$ cat src/rtl/clock_source_config_defs.vh
/*
 Constants for the clock source configuration block: register byte
 offsets, field positions, reset values and switch timing.
 Assumes inclusion by bare name from the block's design file.
*/
`ifndef CLOCK_SOURCE_CONFIG_DEFS_VH
`define CLOCK_SOURCE_CONFIG_DEFS_VH
// ------------------------------------------------------------
// register byte offsets, selector word indices and selector count
// ------------------------------------------------------------
`define OFS_KEY         8'h00
`define OFS_MOSC_TRIG   8'h04
`define OFS_MOSC_MASK   8'h08
`define OFS_HSI_MASK    8'h0c
`define OFS_PLL_TRIG    8'h10
`define OFS_PLL_MASK    8'h14
`define OFS_PLL_DIV     8'h18
`define OFS_AADC_DIV    8'h1c
`define OFS_SEL_BASE    8'h20
`define OFS_FOUT0_SEL   8'h48
`define OFS_FOUT0_DIV   8'h4c
`define OFS_FOUT1_SEL   8'h50
`define OFS_FOUT1_DIV   8'h54
`define OFS_GATE        8'h58
`define OFS_OPTION      8'h5c
`define OFS_OSC_STAT    8'h60
`define OFS_PORT_CFG    8'h64
`define OFS_FOUT_SYNC   8'h68
`define OFS_STAT_BASE   8'h80
`define SEL_IDX_BASE    4'd8
`define STAT_IDX_BASE   6'd32
`define SEL_COUNT       4'd10
`define SEL_CPU_IDX     9
// ------------------------------------------------------------
// fields and reset values
// ------------------------------------------------------------
`define KEY_UPPER       31'h52d2d280
`define START_BIT       0
`define STOP_BIT        1
`define SEL_RESET       30'h09249249
`define SEL_MASK        30'h092d9659
`define PLL_DIV_RESET   3'h1
`define AADC_DIV_RESET  1'b1
`define FOUT_SEL_RESET  3'h0
`define FOUT_DIV_RESET  10'h001
`define GATE_RESET      8'hff
`define PORT_CFG_RESET  5'h00
`define FREQ_BAD_BIT    2
// ------------------------------------------------------------
// timing and frequencies
// ------------------------------------------------------------
`define SWITCH_CYCLES   2'd2
`define HSI20_LAST      4'd9
`define MHZ_INTERNAL    10'd100
`define MHZ_M11_D1      10'd400
`define MHZ_M11_D2      10'd200
`define MHZ_M10_D1      10'd320
`define MHZ_M10_D2      10'd160
`define MHZ_M0X_D1      10'd240
`define MHZ_M0X_D2      10'd120
`endif

$ cat src/rtl/clock_source_config.v
/*
 Clock source configuration: key-protected Wishbone register file,
 oscillator start/stop triggers, standby stop masks, option strap
 capture, dedicated clock selectors with status, module clock gates,
 two divided clock outputs and their pin function decode.
 Assumes oscillator clocks arrive as slow asynchronous levels and
 the standby and module reset requests come from the same clock.
*/
`include "clock_source_config_defs.vh"
`default_nettype none
module clock_source_config (
    input  wire        clock,
    input  wire        resetn,
    input  wire        wb_cyc_i,
    input  wire        wb_stb_i,
    input  wire        wb_we_i,
    input  wire [7:0]  wb_adr_i,
    input  wire [31:0] wb_dat_i,
    input  wire [3:0]  wb_sel_i,
    output reg  [31:0] wb_dat_o,
    output reg         wb_ack_o,
    input  wire [2:0]  main_osc_freq_code,
    input  wire [1:0]  cpu_divider_mode,
    input  wire        chip_standby,
    input  wire [7:0]  module_reset_req,
    input  wire        main_osc_clock,
    input  wire        fast_internal_osc_clock,
    input  wire        slow_internal_osc_clock,
    input  wire        fast_peripheral_bus_clock,
    output reg         main_osc_enable,
    output reg         pll_enable,
    output reg         fast_osc_enable,
    output wire [29:0] selector_in_effect,
    output reg  [2:0]  pll_divider_code,
    output reg         async_converter_div1,
    output reg  [9:0]  cpu_freq_mhz,
    output reg  [7:0]  module_standby,
    output reg  [7:0]  module_clock_enable,
    output reg         lowpower_sampler_clock,
    output wire        clock_output_zero,
    output reg         clock_output_zero_oe,
    output wire        clock_output_one,
    output reg         clock_output_one_oe
);
    // ------------------------------------------------------------
    // state
    // ------------------------------------------------------------
    reg        key_enable_bit;
    reg        main_osc_run;
    reg        pll_run;
    reg        mosc_mask;
    reg        hsi_mask;
    reg        pll_mask;
    reg [2:0]  pll_div_reg;
    reg        aadc_div_reg;
    reg [29:0] sel_reg;
    reg [5:0]  fout_sel_reg;
    reg [19:0] fout_div_reg;
    reg [7:0]  gate_reg;
    reg [4:0]  port0_reg;
    reg [4:0]  port1_reg;
    reg [4:0]  strap_meta;
    reg [4:0]  strap_sync;
    reg [1:0]  opt_wait;
    reg [2:0]  freq_reg;
    reg [1:0]  mode_reg;
    reg [3:0]  src_meta;
    reg [3:0]  src_sync;
    reg        hsi_prev;
    reg [3:0]  hsi_cnt;
    reg        hsi20;
    reg [31:0] rd_cur;
    reg [9:0]  cpu_freq_next;
    wire [29:0] sel_stat;
    wire [1:0]  fout_sync;
    wire [1:0]  fout_pin;
    wire [3:0]  sel_idx;
    wire [3:0]  stat_idx;
    wire [31:0] lane_mask;
    wire [31:0] merged;
    wire        wr_go;
    wire        prot_ok;
    wire        hsi_on;
    wire [29:0] sel_mask_cur;
    localparam [29:0] SEL_RST = `SEL_RESET;

    assign sel_idx   = wb_adr_i[5:2] - `SEL_IDX_BASE;
    assign sel_mask_cur = `SEL_MASK >> (3*sel_idx);
    assign stat_idx  = wb_adr_i[5:2];
    assign lane_mask = {{8{wb_sel_i[3]}}, {8{wb_sel_i[2]}}, {8{wb_sel_i[1]}}, {8{wb_sel_i[0]}}};
    assign merged    = (rd_cur & ~lane_mask) | (wb_dat_i & lane_mask);
    assign wr_go     = wb_cyc_i & wb_stb_i & wb_we_i & wb_ack_o;
    assign prot_ok   = key_enable_bit;
    assign hsi_on    = ~chip_standby | hsi_mask;
    assign selector_in_effect = sel_stat;
    assign clock_output_zero  = fout_pin[0];
    assign clock_output_one   = fout_pin[1];

    // ------------------------------------------------------------
    // read data
    // ------------------------------------------------------------
    always @* begin
        rd_cur = 32'h0000_0000;
        case (wb_adr_i)
            `OFS_KEY:       rd_cur[0] = key_enable_bit;
            `OFS_MOSC_MASK: rd_cur[0] = mosc_mask;
            `OFS_HSI_MASK:  rd_cur[0] = hsi_mask;
            `OFS_PLL_MASK:  rd_cur[0] = pll_mask;
            `OFS_PLL_DIV:   rd_cur[2:0] = pll_div_reg;
            `OFS_AADC_DIV:  rd_cur[0] = aadc_div_reg;
            `OFS_FOUT0_SEL: rd_cur[2:0] = fout_sel_reg[2:0];
            `OFS_FOUT0_DIV: rd_cur[9:0] = fout_div_reg[9:0];
            `OFS_FOUT1_SEL: rd_cur[2:0] = fout_sel_reg[5:3];
            `OFS_FOUT1_DIV: rd_cur[9:0] = fout_div_reg[19:10];
            `OFS_GATE:      rd_cur[7:0] = gate_reg;
            `OFS_OPTION:    rd_cur = {mode_reg, 3'h0, freq_reg, 14'h0000, cpu_freq_mhz};
            `OFS_OSC_STAT:  rd_cur[2:0] = {fast_osc_enable, pll_enable, main_osc_enable};
            `OFS_PORT_CFG: begin
                rd_cur[12:8] = port1_reg;
                rd_cur[4:0]  = port0_reg;
                rd_cur[19:16] = {1'b0, port0_reg[4], port0_reg[3], port0_reg[2]} + 4'h1;
                rd_cur[27:24] = {1'b0, port1_reg[4], port1_reg[3], port1_reg[2]} + 4'h1;
            end
            `OFS_FOUT_SYNC: rd_cur[1:0] = fout_sync;
            default: begin
                if (wb_adr_i >= `OFS_SEL_BASE && sel_idx < `SEL_COUNT &&
                    wb_adr_i < `OFS_FOUT0_SEL)
                    rd_cur[2:0] = sel_reg[3*sel_idx +: 3];
                else if (wb_adr_i >= `OFS_STAT_BASE && stat_idx < `SEL_COUNT &&
                         wb_adr_i[7:6] == 2'b10)
                    rd_cur[2:0] = sel_stat[3*stat_idx +: 3];
            end
        endcase
    end

    // ------------------------------------------------------------
    // bus slave and register writes
    // ------------------------------------------------------------
    always @(posedge clock or negedge resetn) begin
        if (!resetn) begin
            wb_ack_o       <= 1'b0;
            wb_dat_o       <= 32'h0000_0000;
            key_enable_bit <= 1'b0;
            main_osc_run   <= 1'b0;
            pll_run        <= 1'b0;
            mosc_mask      <= 1'b0;
            hsi_mask       <= 1'b0;
            pll_mask       <= 1'b0;
            pll_div_reg    <= `PLL_DIV_RESET;
            aadc_div_reg   <= `AADC_DIV_RESET;
            sel_reg        <= `SEL_RESET;
            fout_sel_reg   <= {`FOUT_SEL_RESET, `FOUT_SEL_RESET};
            fout_div_reg   <= {`FOUT_DIV_RESET, `FOUT_DIV_RESET};
            gate_reg       <= `GATE_RESET;
            port0_reg      <= `PORT_CFG_RESET;
            port1_reg      <= `PORT_CFG_RESET;
        end else begin
            wb_ack_o <= wb_cyc_i & wb_stb_i & ~wb_ack_o;
            wb_dat_o <= (wb_cyc_i & wb_stb_i & ~wb_ack_o) ? rd_cur : 32'h0000_0000;
            if (wr_go && wb_adr_i == `OFS_KEY && merged[31:1] == `KEY_UPPER)
                key_enable_bit <= merged[0];
            if (wr_go && prot_ok) begin
                case (wb_adr_i)
                    `OFS_MOSC_TRIG: begin
                        if (merged[`START_BIT] & ~merged[`STOP_BIT])
                            main_osc_run <= 1'b1;
                        else if (merged[`STOP_BIT] & ~merged[`START_BIT])
                            main_osc_run <= 1'b0;
                    end
                    `OFS_PLL_TRIG: begin
                        if (merged[`START_BIT] & ~merged[`STOP_BIT])
                            pll_run <= 1'b1;
                        else if (merged[`STOP_BIT] & ~merged[`START_BIT])
                            pll_run <= 1'b0;
                    end
                    `OFS_MOSC_MASK: mosc_mask    <= merged[0];
                    `OFS_HSI_MASK:  hsi_mask     <= merged[0];
                    `OFS_PLL_MASK:  pll_mask     <= merged[0];
                    `OFS_PLL_DIV:   pll_div_reg  <= merged[2:0];
                    `OFS_AADC_DIV:  aadc_div_reg <= merged[0];
                    `OFS_FOUT0_SEL: fout_sel_reg[2:0] <= merged[2:0];
                    `OFS_FOUT0_DIV: fout_div_reg[9:0] <= merged[9:0];
                    `OFS_FOUT1_SEL: fout_sel_reg[5:3] <= merged[2:0];
                    `OFS_FOUT1_DIV: fout_div_reg[19:10] <= merged[9:0];
                    `OFS_PORT_CFG: begin
                        port0_reg <= merged[4:0];
                        port1_reg <= merged[12:8];
                    end
                    default: begin
                        if (wb_adr_i >= `OFS_SEL_BASE && sel_idx < `SEL_COUNT &&
                            wb_adr_i < `OFS_FOUT0_SEL)
                            sel_reg[3*sel_idx +: 3] <= merged[2:0] &
                                sel_mask_cur[2:0];
                    end
                endcase
            end
            // module reset wins over a clearing write in the same cycle
            if (wr_go && prot_ok && wb_adr_i == `OFS_GATE)
                gate_reg <= merged[7:0] | module_reset_req;
            else
                gate_reg <= gate_reg | module_reset_req;
        end
    end

    // ------------------------------------------------------------
    // oscillator enables, gates, straps, cpu frequency
    // ------------------------------------------------------------
    always @* begin
        cpu_freq_next = 10'd0;
        if (sel_stat[3*`SEL_CPU_IDX])
            cpu_freq_next = `MHZ_INTERNAL;
        else begin
            case ({mode_reg, pll_div_reg})
                5'b11_001: cpu_freq_next = `MHZ_M11_D1;
                5'b11_010: cpu_freq_next = `MHZ_M11_D2;
                5'b10_001: cpu_freq_next = `MHZ_M10_D1;
                5'b10_010: cpu_freq_next = `MHZ_M10_D2;
                5'b00_001: cpu_freq_next = `MHZ_M0X_D1;
                5'b00_010: cpu_freq_next = `MHZ_M0X_D2;
                5'b01_001: cpu_freq_next = `MHZ_M0X_D1;
                5'b01_010: cpu_freq_next = `MHZ_M0X_D2;
                default:   cpu_freq_next = 10'd0;
            endcase
        end
    end

    always @(posedge clock or negedge resetn) begin
        if (!resetn) begin
            main_osc_enable        <= 1'b0;
            pll_enable             <= 1'b0;
            fast_osc_enable        <= 1'b1;
            pll_divider_code       <= `PLL_DIV_RESET;
            async_converter_div1   <= `AADC_DIV_RESET;
            cpu_freq_mhz           <= 10'd0;
            module_standby         <= `GATE_RESET;
            module_clock_enable    <= 8'h00;
            clock_output_zero_oe   <= 1'b0;
            clock_output_one_oe    <= 1'b0;
            strap_meta             <= 5'h00;
            strap_sync             <= 5'h00;
            opt_wait               <= 2'd0;
            freq_reg               <= 3'h0;
            mode_reg               <= 2'h0;
            src_meta               <= 4'h0;
            src_sync               <= 4'h0;
            hsi_prev               <= 1'b0;
            hsi_cnt                <= 4'h0;
            hsi20                  <= 1'b0;
            lowpower_sampler_clock <= 1'b0;
        end else begin
            main_osc_enable      <= main_osc_run & (~chip_standby | mosc_mask);
            pll_enable           <= pll_run & (~chip_standby | pll_mask);
            fast_osc_enable      <= hsi_on;
            pll_divider_code     <= pll_div_reg;
            async_converter_div1 <= aadc_div_reg;
            cpu_freq_mhz         <= cpu_freq_next;
            module_standby       <= gate_reg;
            module_clock_enable  <= ~gate_reg;
            clock_output_zero_oe <= port0_reg[0] & ~port0_reg[1];
            clock_output_one_oe  <= port1_reg[0] & ~port1_reg[1];
            strap_meta <= {cpu_divider_mode, main_osc_freq_code};
            strap_sync <= strap_meta;
            if (opt_wait != 2'd3)
                opt_wait <= opt_wait + 2'd1;
            if (opt_wait == 2'd2) begin
                freq_reg <= strap_sync[2:0];
                mode_reg <= strap_sync[4:3];
            end
            src_meta <= {fast_internal_osc_clock, slow_internal_osc_clock,
                         fast_peripheral_bus_clock, main_osc_clock};
            src_sync <= src_meta;
            hsi_prev <= src_sync[3];
            if (src_sync[3] & ~hsi_prev) begin
                if (hsi_cnt == `HSI20_LAST) begin
                    hsi_cnt <= 4'h0;
                    hsi20   <= ~hsi20;
                end else
                    hsi_cnt <= hsi_cnt + 4'h1;
            end
            lowpower_sampler_clock <= hsi_on ? hsi20 : src_sync[2];
        end
    end

    // ------------------------------------------------------------
    // selector status: follows after the switch settles
    // ------------------------------------------------------------
    genvar i;
    generate
        for (i = 0; i < 10; i = i + 1) begin : g_sel
            reg [2:0] stat_reg;
            reg [1:0] wait_reg;
            assign sel_stat[3*i +: 3] = stat_reg;
            always @(posedge clock or negedge resetn) begin
                if (!resetn) begin
                    stat_reg <= SEL_RST[3*i +: 3];
                    wait_reg <= 2'd0;
                end else if (sel_reg[3*i +: 3] != stat_reg) begin
                    if (wait_reg == 2'd0)
                        wait_reg <= `SWITCH_CYCLES;
                    else if (wait_reg == 2'd1) begin
                        stat_reg <= sel_reg[3*i +: 3];
                        wait_reg <= 2'd0;
                    end else
                        wait_reg <= wait_reg - 2'd1;
                end else
                    wait_reg <= 2'd0;
            end
        end
    endgenerate

    // ------------------------------------------------------------
    // clock outputs: source pick and divide
    // ------------------------------------------------------------
    generate
        for (i = 0; i < 2; i = i + 1) begin : g_fout
            reg [9:0] cnt_reg;
            reg [9:0] ratio_reg;
            reg [2:0] src_reg;
            reg       prev_reg;
            reg       out_reg;
            reg       lvl;
            assign fout_pin[i]  = out_reg;
            assign fout_sync[i] = (ratio_reg == fout_div_reg[10*i +: 10]) &&
                                  (src_reg == fout_sel_reg[3*i +: 3]);
            always @* begin
                case (src_reg)
                    3'b001:  lvl = src_sync[1];
                    3'b011:  lvl = src_sync[2];
                    3'b100:  lvl = hsi20;
                    3'b010:  lvl = 1'b0;
                    3'b101:  lvl = 1'b0;
                    default: lvl = src_sync[0];
                endcase
            end
            // new source and ratio are taken only at a period boundary
            always @(posedge clock or negedge resetn) begin
                if (!resetn) begin
                    cnt_reg   <= 10'd0;
                    ratio_reg <= `FOUT_DIV_RESET;
                    src_reg   <= `FOUT_SEL_RESET;
                    prev_reg  <= 1'b0;
                    out_reg   <= 1'b0;
                end else begin
                    prev_reg <= lvl;
                    if (lvl & ~prev_reg) begin
                        if (ratio_reg == 10'd0 || cnt_reg >= ratio_reg - 10'd1) begin
                            cnt_reg   <= 10'd0;
                            ratio_reg <= fout_div_reg[10*i +: 10];
                            src_reg   <= fout_sel_reg[3*i +: 3];
                        end else
                            cnt_reg <= cnt_reg + 10'd1;
                    end
                    if (ratio_reg == 10'd1)
                        out_reg <= lvl;
                    else
                        out_reg <= (ratio_reg != 10'd0) &&
                                   (cnt_reg < {1'b0, ratio_reg[9:1]});
                end
            end
        end
    endgenerate
endmodule
`default_nettype wire

$ cat config.mk
export PLATFORM = sky130hd
export DESIGN_NAME = clock_source_config
export DESIGN_NICKNAME = d
export VERILOG_FILES = /design/src/rtl/clock_source_config.v
export VERILOG_INCLUDE_DIRS = /design/src /design/src/rtl
export SDC_FILE = /design/constraint.sdc
export NUM_CORES = 1
export LEC_CHECK = 0
export BUFFER_PORTS_ARGS = -buffer_cell sky130_fd_sc_hd__buf_2
export CAP_MARGIN = 20
export CELL_PAD_IN_SITES_DETAIL_PLACEMENT = 1
export CELL_PAD_IN_SITES_GLOBAL_PLACEMENT = 1
export CORE_AREA = 2 2 213 215
export CTS_CLUSTER_DIAMETER = 100
export DETAILED_ROUTE_END_ITERATION = 6
export DIE_AREA = 0 0 215 217
export PLACE_DENSITY_LB_ADDON = 0.12
export SETUP_SLACK_MARGIN = 0.1
export SYNTH_ARGS = -nofsm -noshare
export SYNTH_HDL_FRONTEND = slang
export SYNTH_SLANG_ARGS = --single-unit
$ cat constraint.sdc
create_clock -name clock -period 6.05 [get_ports clock]
set_clock_uncertainty 0.2 [all_clocks]
set_input_delay 0.605 -clock clock [delete_from_list [all_inputs] [get_ports clock]]
set_output_delay 0.605 -clock clock [all_outputs]
set_load 0.02 [all_outputs]
==> impl_metrics.csv, run 1 <==
group,metric,value,unit
setup_path,cp_num_buf_inv,3,
clocking,cts_tree,"done",
power,p_leak,7.38,nW
worst_hold_path,hold_path_class,"input pin to flop",
run_status,status,"completed",
floorplanning,start_util,29.3,%
cells_and_area,nets,1504,
clocking,clockBufferDepth,3,
global_route,grt_max_degree,103,
cells_and_area,top_register,"wb_dat_o",
sta,fin_hold_ws,0.0596,ns
setup_path,worst-path-max-fanout,24,
clocking,clockRootBuffer,"clkbuf_16",
global_route,track_usage,17.7,%
power,powerDensity,258,nW/um^2
setup_path,crit_path_end_kind,"flop",
detailed_routing,met1_length,18.6,mm
global_route,antenna_found_initial,3,
yosys,ys_ff_latch,252,
sta,post-route-min-period,4.38,ns
setup_path,crit_arrival,4.59,ns
global_route,grt_overflow,0,
cells_and_area,largest_reg_flops,23,
floorplanning,die_area,46700,um^2
detailed_routing,vias,9572,
sta,max-slew-margin-rel,37.9,%
sta,tns,0,ns
yosys,syn_area,13100,um^2
setup_path,cpPeakStageDelay,0.50,ns
floorplanning,die_w,215,um
clocking,clkTransAtPathRegs,0.06,ns
yosys,synth_cells,1198,
yosys,synth_edf_count,0,
yosys,ys_async_sr_fraction,100,%
detailed_routing,post-route-drc-count,0,
cells_and_area,synthToLayoutAreaGrowth,19.3,%
detailed_routing,met2WireLength,19.1,mm
sta,hold_viol,0,
yosys,synth_area_leaders,"dfrtp_1, dfstp_2, ha_1, mux2_2, xnor2_1",
clocking,numCtsBuffers,34,
setup_path,critical_path.cell_chain,"buf_2 > inv_1 > ha_1 > or3b_4 > o32ai_1 > nor4_1 > o21ai_1 > a31oi_1 > nor2_1 > mux2i_2 > buf_4 > ha_1 > nor4_1 > mux2_2",
clocking,cts_num_sinks,252,
sta,drv_slew,0,
sta,fmax,228,MHz
yosys,synth.most_common_cell,"dfrtp_1",
floorplanning,die_h,217,um
detailed_routing,dr.pass1.iters,5,
global_route,grt_pass1_vias,10400,
yosys,yosysTopAreaCell,"dfrtp_1",
detailed_routing,routed_wl,40.4,mm
setup_path,crit_required,6.26,ns
floorplanning,ioPinCount,168,
clocking,htreeDepth,2,
detailed_routing,wl_per_cell,20.4,um
setup_path,critical_path.startpoint_type,"input pin",
sta,tightest_slew,0.929,ns
placed_design,hpwl,29.9,mm
yosys,yosysUniqueCellTypes,73,
placed_design,portBuffers,145,
detailed_routing,ant_nets,0,
setup_path,cpLargestDelayFamily,"buffers and inverters",
sta,setup_violations,0,
cells_and_area,instances_no_fill,1978,
floorplanning,rows,78,
cells_and_area,layout-drive-gt1-share,25.3,%
placed_design,dpl.cell_count,1906,
sta,finalCritPeriodShare,72.4,%
power,ir_drop,0.000172,V
floorplanning,core,44700,um^2
setup_path,critical_path_class,"input pin to flop",
detailed_routing,drt_iter0_drc,438,
setup_path,cp_slowest_cell,"ha_1",
yosys,ys.flop_type,"dfrtp_1",
placed_design,gp_congestion,0.803,
yosys,ys_seq_area_share,48.5,%
yosys,synthDominantCellAreaShare,39.5,%
detailed_routing,routed_via_density,4.84,
global_route,grt_pass1_wl,63.6,mm
job,drv_cap,0,
yosys,postSynthAreaPerCell,10.9,um^2
detailed_routing,wl_met3,1.61,mm
detailed_routing,highest_layer,"met5",
yosys,ys_warn_count,0,
sta,rsz0062_at_grt,"false",
yosys,netlist_top_cells_count,"dfrtp_1, nand2_1, ha_1",
clocking,clk_latency,0.55,ns
-- cell families (layout without fill, tap and decap cells) --
family | after synthesis | in the layout | synth area share (%)
mux | 101 | 101 | 9.04
flops | 252 | 252 | 48.5
xor+xnor | 79 | 79 | 5.28
buf+inv | 135 | 293 | 4.68
other cells | 1 | 23 | 0.0286
fa+ha+maj | 85 | 85 | 8.11
simple gates | 335 | 335 | 13.7
compound gates | 210 | 210 | 10.7
-- report_power, final --
group,switching (mW),internal [mW]
Clock,0.780,1.29
Sequential,0.0244,1.72
Combinational,0.150,0.0741
Total,0.954,3.08
-- stage by stage --
stage                     power (mW)  cell area, um^2  setup slack, ns  utilization, %
final                           4.03            15600             1.67            35.0
after global routing            4.20            15600             1.37            35.0
after CTS                       4.12            15600             1.70            35.0
after detailed placement        1.99            14400             1.12            32.2
after global placement          1.99            14400             1.28            32.2
after floorplan                 1.89            13200             1.88               -
-- worst paths after layout --
path | startpoint | depth (start not counted) | end | slack [ns]
min in group asynchronous | resetn | 2 | hsi_cnt[2] | 0.52
max reg2reg | g_fout[1].ratio_reg[2] | 11 | g_fout[1].src_reg[0] | 2.42
min | module_reset_req[4] | 2 | gate_reg[4] | 0.06
max | wb_adr_i[2] | 14 | main_osc_run | 1.67
min reg2reg | src_meta[1] | 0 | src_sync[1] | 0.14
max in group asynchronous | resetn | 3 | g_sel[2].wait_reg[1] | 3.89
-- placed cells by master, fill, tap and decap left out, types with 21 or more instances in the layout --
cell type / count
mux2_2: 75
dfstp_2: 45
nor3_1: 21
o21ai_0: 63
nor2_1: 63
nand3_1: 28
buf_2: 144
and3_1: 21
xor2_1: 30
dfrtp_1: 207
conb_1: 22
a21oi_1: 32
xnor2_1: 49
ha_1: 85
nand2_1: 88
clkbuf_16: 35
inv_1: 69
nor2b_1: 24
-- area by class of cell --
cell class	count	area, um^2
clock buffers	51	1020
diodes	1	2.50
well taps	600	751
multi-input cells	832	6220
repair buffers	163	908
clock inverters	10	129
flip-flops and latches	252	6360
inverters	69	259
fillers	5020	29100
-- what timing repair did --
action	4_1_cts	5_1_grt
endpoints found under the setup margin	0	0
setup buffers	0	0
hold buffers	10	0
hold endpoints to repair	100	0
resized for setup	0	0
-- routing by layer --
layer	vias to the layer above	track usage [%]
li1	4490	-
met1	4858	23.6
met2	158	29.2
met3	64	3.21
met4	2	5.86
met5	-	0
Power figures use the tool's default switching activity.
==> run 2, diff against run 1 <==
Clock period 6.05 ns to 4 ns, I/O delays scaled along.
==> run 2 against run 1 <==
Compared with the run above: routed wire length up 0.58%; highest routed layer unchanged; critical endpoint is now g_fout[0].cnt_reg[0]; sequential share of layout area fell by 0.48 points; largest power group unchanged; die area did not move.
==> impl_metrics.csv, run 2 (synthesis results as in run 1) <==
group,metric,value,unit
cells_and_area,largest_reg_flops,23,
floorplanning,die_w,215,um
setup_path,critical_path_class,"flop to flop",
sta,post-route-min-period,3.42,ns
detailed_routing,ant_nets,0,
worst_hold_path,hold_path_class,"input pin to flop",
detailed_routing,routed_via_density,4.80,
setup_path,r2r-end,"g_fout[0].cnt_reg[0]",
clocking,htreeDepth,1,
setup_path,crit_required,4.31,ns
cells_and_area,final_cell_mix,"dfrtp_1, buf_2, nand2_1",
detailed_routing,dr.pass1.iters,5,
run_status,status,"completed",
cells_and_area,instances_no_fill,2004,
cells_and_area,diodes,0,
global_route,grt_pass1_vias,10300,
clocking,clockRootBuffer,"clkbuf_16",
job,drv_cap,0,
detailed_routing,met1_length,18.4,mm
clocking,numCtsBuffers,31,
detailed_routing,post-route-drc-count,0,
power,p_leak,7.48,nW
detailed_routing,highest_layer,"met5",
detailed_routing,vias,9621,
floorplanning,die_area,46700,um^2
setup_path,worst-path-max-fanout,10,
cells_and_area,layout-drive-gt1-share,26.4,%
placed_design,hpwl,30.3,mm
global_route,grt_max_degree,82,
detailed_routing,drt_iter0_drc,591,
sta,rsz0062_at_grt,"false",
floorplanning,ioPinCount,168,
sta,setup_violations,0,
sta,finalCritPeriodShare,85.5,%
power,powerDensity,373,nW/um^2
setup_path,crit_path_end_kind,"flop",
power,ir_drop,0.000308,V
floorplanning,start_util,29.3,%
detailed_routing,wl_per_cell,20.3,um
detailed_routing,wl_met3,1.51,mm
sta,hold_viol,0,
setup_path,critical_path.startpoint_type,"flop",
cells_and_area,nets,1531,
worst_hold_path,hold_path_depth,3,
sta,fmax,292,MHz
cells_and_area,mostFrequentLayoutCell,"dfrtp_1",
global_route,grt_overflow,0,
worst_hold_path,min_to,"port1_reg[1]",
global_route,grt_pass1_wl,63.5,mm
worst_hold_path,worstHoldStart,"wb_dat_i[9]",
sta,max-slew-margin-rel,46.9,%
setup_path,r2r_start,"g_fout[0].ratio_reg[3]",
setup_path,r2r_cells,11,
clocking,clockBufferDepth,3,
sta,drv_slew,0,
clocking,clkTransAtPathRegs,0.06,ns
clocking,cts_num_sinks,252,
setup_path,crit_arrival,3.73,ns
detailed_routing,met2WireLength,19.7,mm
global_route,track_usage,17.6,%
floorplanning,die_h,217,um
sta,tightest_slew,0.785,ns
clocking,cts_tree,"done",
placed_design,dpl.cell_count,1924,
clocking,clk_latency,0.59,ns
setup_path,r2r_slack,0.58,ns
placed_design,portBuffers,145,
floorplanning,core,44700,um^2
detailed_routing,routed_wl,40.6,mm
floorplanning,rows,78,
placed_design,gp_congestion,0.813,
global_route,antenna_found_initial,1,
cells_and_area,top_register,"wb_dat_o",
sta,tns,0,ns
cells_and_area,synthToLayoutAreaGrowth,20.8,%
==> run 2: worst max-delay path, cell delays in order, from the launching register on <==
cell and delay [ns]:
dfrtp_1 0.46, nor3_1 0.32, and3_1 0.27, nand3_1 0.12
xnor2_1 0.14, ha_1 0.21, or4_1 0.51, a21oi_1 0.17
o21ai_0 0.15, buf_4 0.20, nor2_1 0.36, mux2_2 0.24
==> run 2: power breakdown <==
group / internal [mW] / switching (mW) / total [mW]
clock network: 1.74 / 1.18 / 2.92
registers: 2.60 / 0.0363 / 2.63
logic: 0.129 / 0.230 / 0.359
total: 4.46 / 1.45 / 5.91
==> run 2: worst max path at each step <==
stage	startpoint	end	slack (ns)	depth (start not counted)
finish	g_fout[0].ratio_reg[3]	g_fout[0].cnt_reg[0]	0.58	11
global route	g_fout[0].ratio_reg[3]	g_fout[0].cnt_reg[0]	0.32	11
CTS	g_fout[0].ratio_reg[3]	g_fout[0].cnt_reg[0]	0.58	11
detailed placement	wb_adr_i[2]	main_osc_run	0.37	12
global placement	wb_adr_i[2]	key_enable_bit	0.45	12
floorplan	wb_adr_i[2]	main_osc_run	0.12	16
==> run 2: cell type report <==
cell class	instances	area (um^2)
clock buffers	39	876
multi-input cells	832	6220
inverters	69	259
clock inverters	19	190
repair buffers	193	1180
fillers	5036	28900
flip-flops and latches	252	6360
well taps	600	751
==> run 2: through the flow <==
stage | power [mW] | worst slack [ns] | util, % | hold slack [ns] | instance area (um^2)
6_report | 5.91 | 0.580 | 35.4 | 0.0444 | 15800
5_1_grt | 6.15 | 0.320 | 35.4 | 0.0700 | 15800
4_1_cts | 6.01 | 0.580 | 35.4 | 0.0219 | 15800
3_5_place_dp | 3.03 | 0.373 | 32.5 | 0.137 | 14500
3_3_place_gp | 3.02 | 0.450 | 32.5 | 0.132 | 14500
2_1_floorplan | 2.86 | 0.123 | - | -0.0956 | 13200
==> run 2: routing by layer <==
metal | vias up | global-route usage [%]
met2 | 158 | 29.8
met3 | 55 | 2.73
met4 | 2 | 4.48
met5 | - | 0
met1 | 4867 | 23.5
li1 | 4539 | -
==> run 2: what timing repair did <==
item                      CTS  global route
hold endpoints to repair   91             0
hold buffers               22             0
gates resized for setup     0             0
buffers inserted            0             0
==> run 3, diff against run 2 <==
Settings changed: CTS_BUF_LIST from default to sky130_fd_sc_hd__clkbuf_8.
==> run 3 against run 2 <==
Compared with the run above: sequential cell count unchanged; via count up 1.1%; utilization about the same; highest routed layer unchanged; routed wire length grew 0.23%; total power is 3.4% lower; worst hold slack is essentially flat; non-clock buffer count grew 2; final area hardly changed; worst setup slack better by 0.016 ns; global-route usage increased by 0.29 points; clock-buffer cell count rose by 21.
==> impl_metrics.csv, run 3 (synthesis results as in run 1) <==
group,metric,value,unit
detailed_routing,post-route-drc-count,0,
cells_and_area,multi_input_area,6220,um^2
placed_design,dpl_worst_slack,0.373,ns
job,drv_cap,0,
cells_and_area,largest_reg_flops,23,
cells_and_area,final_cell_mix,"dfrtp_1, buf_2, nand2_1",
placed_design,portBuffers,145,
power,powerDensity,361,nW/um^2
cells_and_area,mostFrequentLayoutCell,"dfrtp_1",
worst_hold_path,min_to,"fout_div_reg[15]",
cells_and_area,diodes,0,
placed_design,place_area,14500,um^2
cells_and_area,synthToLayoutAreaGrowth,20.7,%
power,p_leak,7.54,nW
cells_and_area,top_register,"wb_dat_o",
setup_path,crit_required,4.35,ns
run_status,status,"completed",
global_route,grt_max_degree,82,
detailed_routing,drt_iter0_drc,487,
floorplanning,start_util,29.3,%
floorplanning,die_area,46700,um^2
setup_path,cpPeakStageDelay,0.51,ns
clocking,htreeDepth,2,
clocking,clockBufferDepth,3,
setup_path,r2r_cells,11,
clocking,clkTransAtPathRegs,0.06,ns
sta,tightest_slew,0.778,ns
power,p_switching,1.43,mW
worst_hold_path,hold_path_class,"input pin to flop",
detailed_routing,wl_per_cell,20.0,um
placed_design,gp_congestion,0.813,
power,power,5.71,mW
setup_path,cpLargestDelayFamily,"simple AND/OR/NAND/NOR gates",
global_route,grt_pass1_wl,63.8,mm
setup_path,r2r_slack,0.60,ns
floorplanning,core,44700,um^2
clocking,clockRootBuffer,"clkbuf_8",
clocking,cts_tree,"done",
clocking,cts_num_sinks,252,
detailed_routing,routed_wl,40.7,mm
detailed_routing,dr.pass1.iters,5,
floorplanning,die_h,217,um
global_route,track_usage,17.9,%
cells_and_area,seqCellArea,6360,um^2
sta,finalCritPeriodShare,85.1,%
sta,rsz0062_at_grt,"false",
worst_hold_path,worstHoldStart,"wb_dat_i[5]",
setup_path,worst-path-max-fanout,10,
power,p_sw_share,25.1,%
setup_path,r2r_start,"g_fout[0].ratio_reg[3]",
cells_and_area,design_area,15800,um^2
power,seqPwrFrac,46.1,%
cells_and_area,nets,1549,
detailed_routing,vias,9727,
clocking,clk_latency,0.61,ns
sta,tns,0,ns
sta,post-route-min-period,3.40,ns
setup_path,critical_path.cell_chain,"nor3_1 > and3_1 > nand3_1 > xnor2_1 > ha_1 > or4_1 > a21oi_1 > o21ai_0 > buf_4 > nor2_1 > mux2_2",
floorplanning,die_w,215,um
cells_and_area,fillers,5070,
clocking,cts_resized,0,
global_route,grt_pass1_vias,10400,
power,intPower,4.28,mW
sta,fmax,294,MHz
power,ir_drop,0.000273,V
placed_design,hpwl,30.3,mm
cells_and_area,layout-drive-gt1-share,27.3,%
cells_and_area,fin_util,35.4,%
clocking,postCtsSetupRepairBufs,0,
setup_path,crit_arrival,3.76,ns
floorplanning,rows,78,
sta,worst_slack,0.596,ns
floorplanning,ioPinCount,168,
sta,drv_slew,0,
sta,hold_viol,0,
setup_path,r2r-end,"g_fout[0].cnt_reg[0]",
setup_path,crit_path_end_kind,"flop",
global_route,antenna_found_initial,1,
detailed_routing,routed_via_density,4.78,
power,pwr-share-comb,6.3,%
clocking,numCtsBuffers,47,
sta,max-slew-margin-rel,47.4,%
power,p_clk_share,47.6,%
setup_path,cp_num_buf_inv,1,
setup_path,critical_path.startpoint_type,"flop",
detailed_routing,ant_nets,0,
setup_path,critical_path_class,"flop to flop",
worst_hold_path,hold_path_depth,3,
global_route,grt_overflow,0,
sta,setup_violations,0,
setup_path,cp_slowest_cell,"or4_1",
-- run 3: final cells by class --
type,count,area share [%]
timing repair buffer,195,7.56
inverter,69,1.64
clock buffer,60,5.22
sequential,252,40.2
clock inverter,28,1.34
multi-input combinational,832,39.3
tap,600,4.74
-- run 3: power by group through the flow --
stage | registers, mW | clock network (mW) | logic, mW
final | 2.63 | 2.71 | 0.360
after global routing | 2.64 | 2.96 | 0.400
after CTS | 2.63 | 2.83 | 0.369
after detailed placement | 2.68 | 0 | 0.349
after global placement | 2.68 | 0 | 0.344
after floorplan | 2.67 | 0 | 0.190
-- run 3: what timing repair did --
item / CTS / global route
hold endpoints to repair: 102 / 0
setup endpoints to repair: 0 / 0
hold buffers: 24 / 0
-- run 3: worst reg2reg max path: cells and delay by family, from the launching register on --
family / cells / cell delay (ns)
xor+xnor: 1 / 0.15
fa+ha+maj: 1 / 0.21
flops: 1 / 0.45
compound gates: 2 / 0.31
mux: 1 / 0.24
simple gates: 5 / 1.58
buf+inv: 1 / 0.20
-- run 3: how the worst max path moves through the flow --
stage	slack [ns]	start	cells past startpoint	endpoint
after floorplan	0.12	wb_adr_i[2]	16	main_osc_run
after global placement	0.45	wb_adr_i[2]	12	key_enable_bit
after detailed placement	0.37	wb_adr_i[2]	12	main_osc_run
after CTS	0.57	g_fout[0].ratio_reg[3]	11	g_fout[0].cnt_reg[0]
after global routing	0.31	g_fout[0].ratio_reg[3]	11	g_fout[0].cnt_reg[0]
final	0.60	g_fout[0].ratio_reg[3]	11	g_fout[0].cnt_reg[0]
-- run 3: routing by layer --
metal,routed length [um],vias up,GRT usage (%)
met4,986,2,5.98
met5,10,-,0
met3,1640,63,3.05
li1,-,4587,-
met1,18300,4896,23.3
met2,19800,179,30.1
-- run 3: per-stage QoR --
step | hold WS (ns) | std cells
3_3_place_gp | 0.132 | 1924
4_1_cts | 0.0159 | 2036
5_1_grt | 0.0225 | 2036
6_report | 0.0445 | 2036
2_1_floorplan | -0.0956 | 1219
3_5_place_dp | 0.137 | 1924
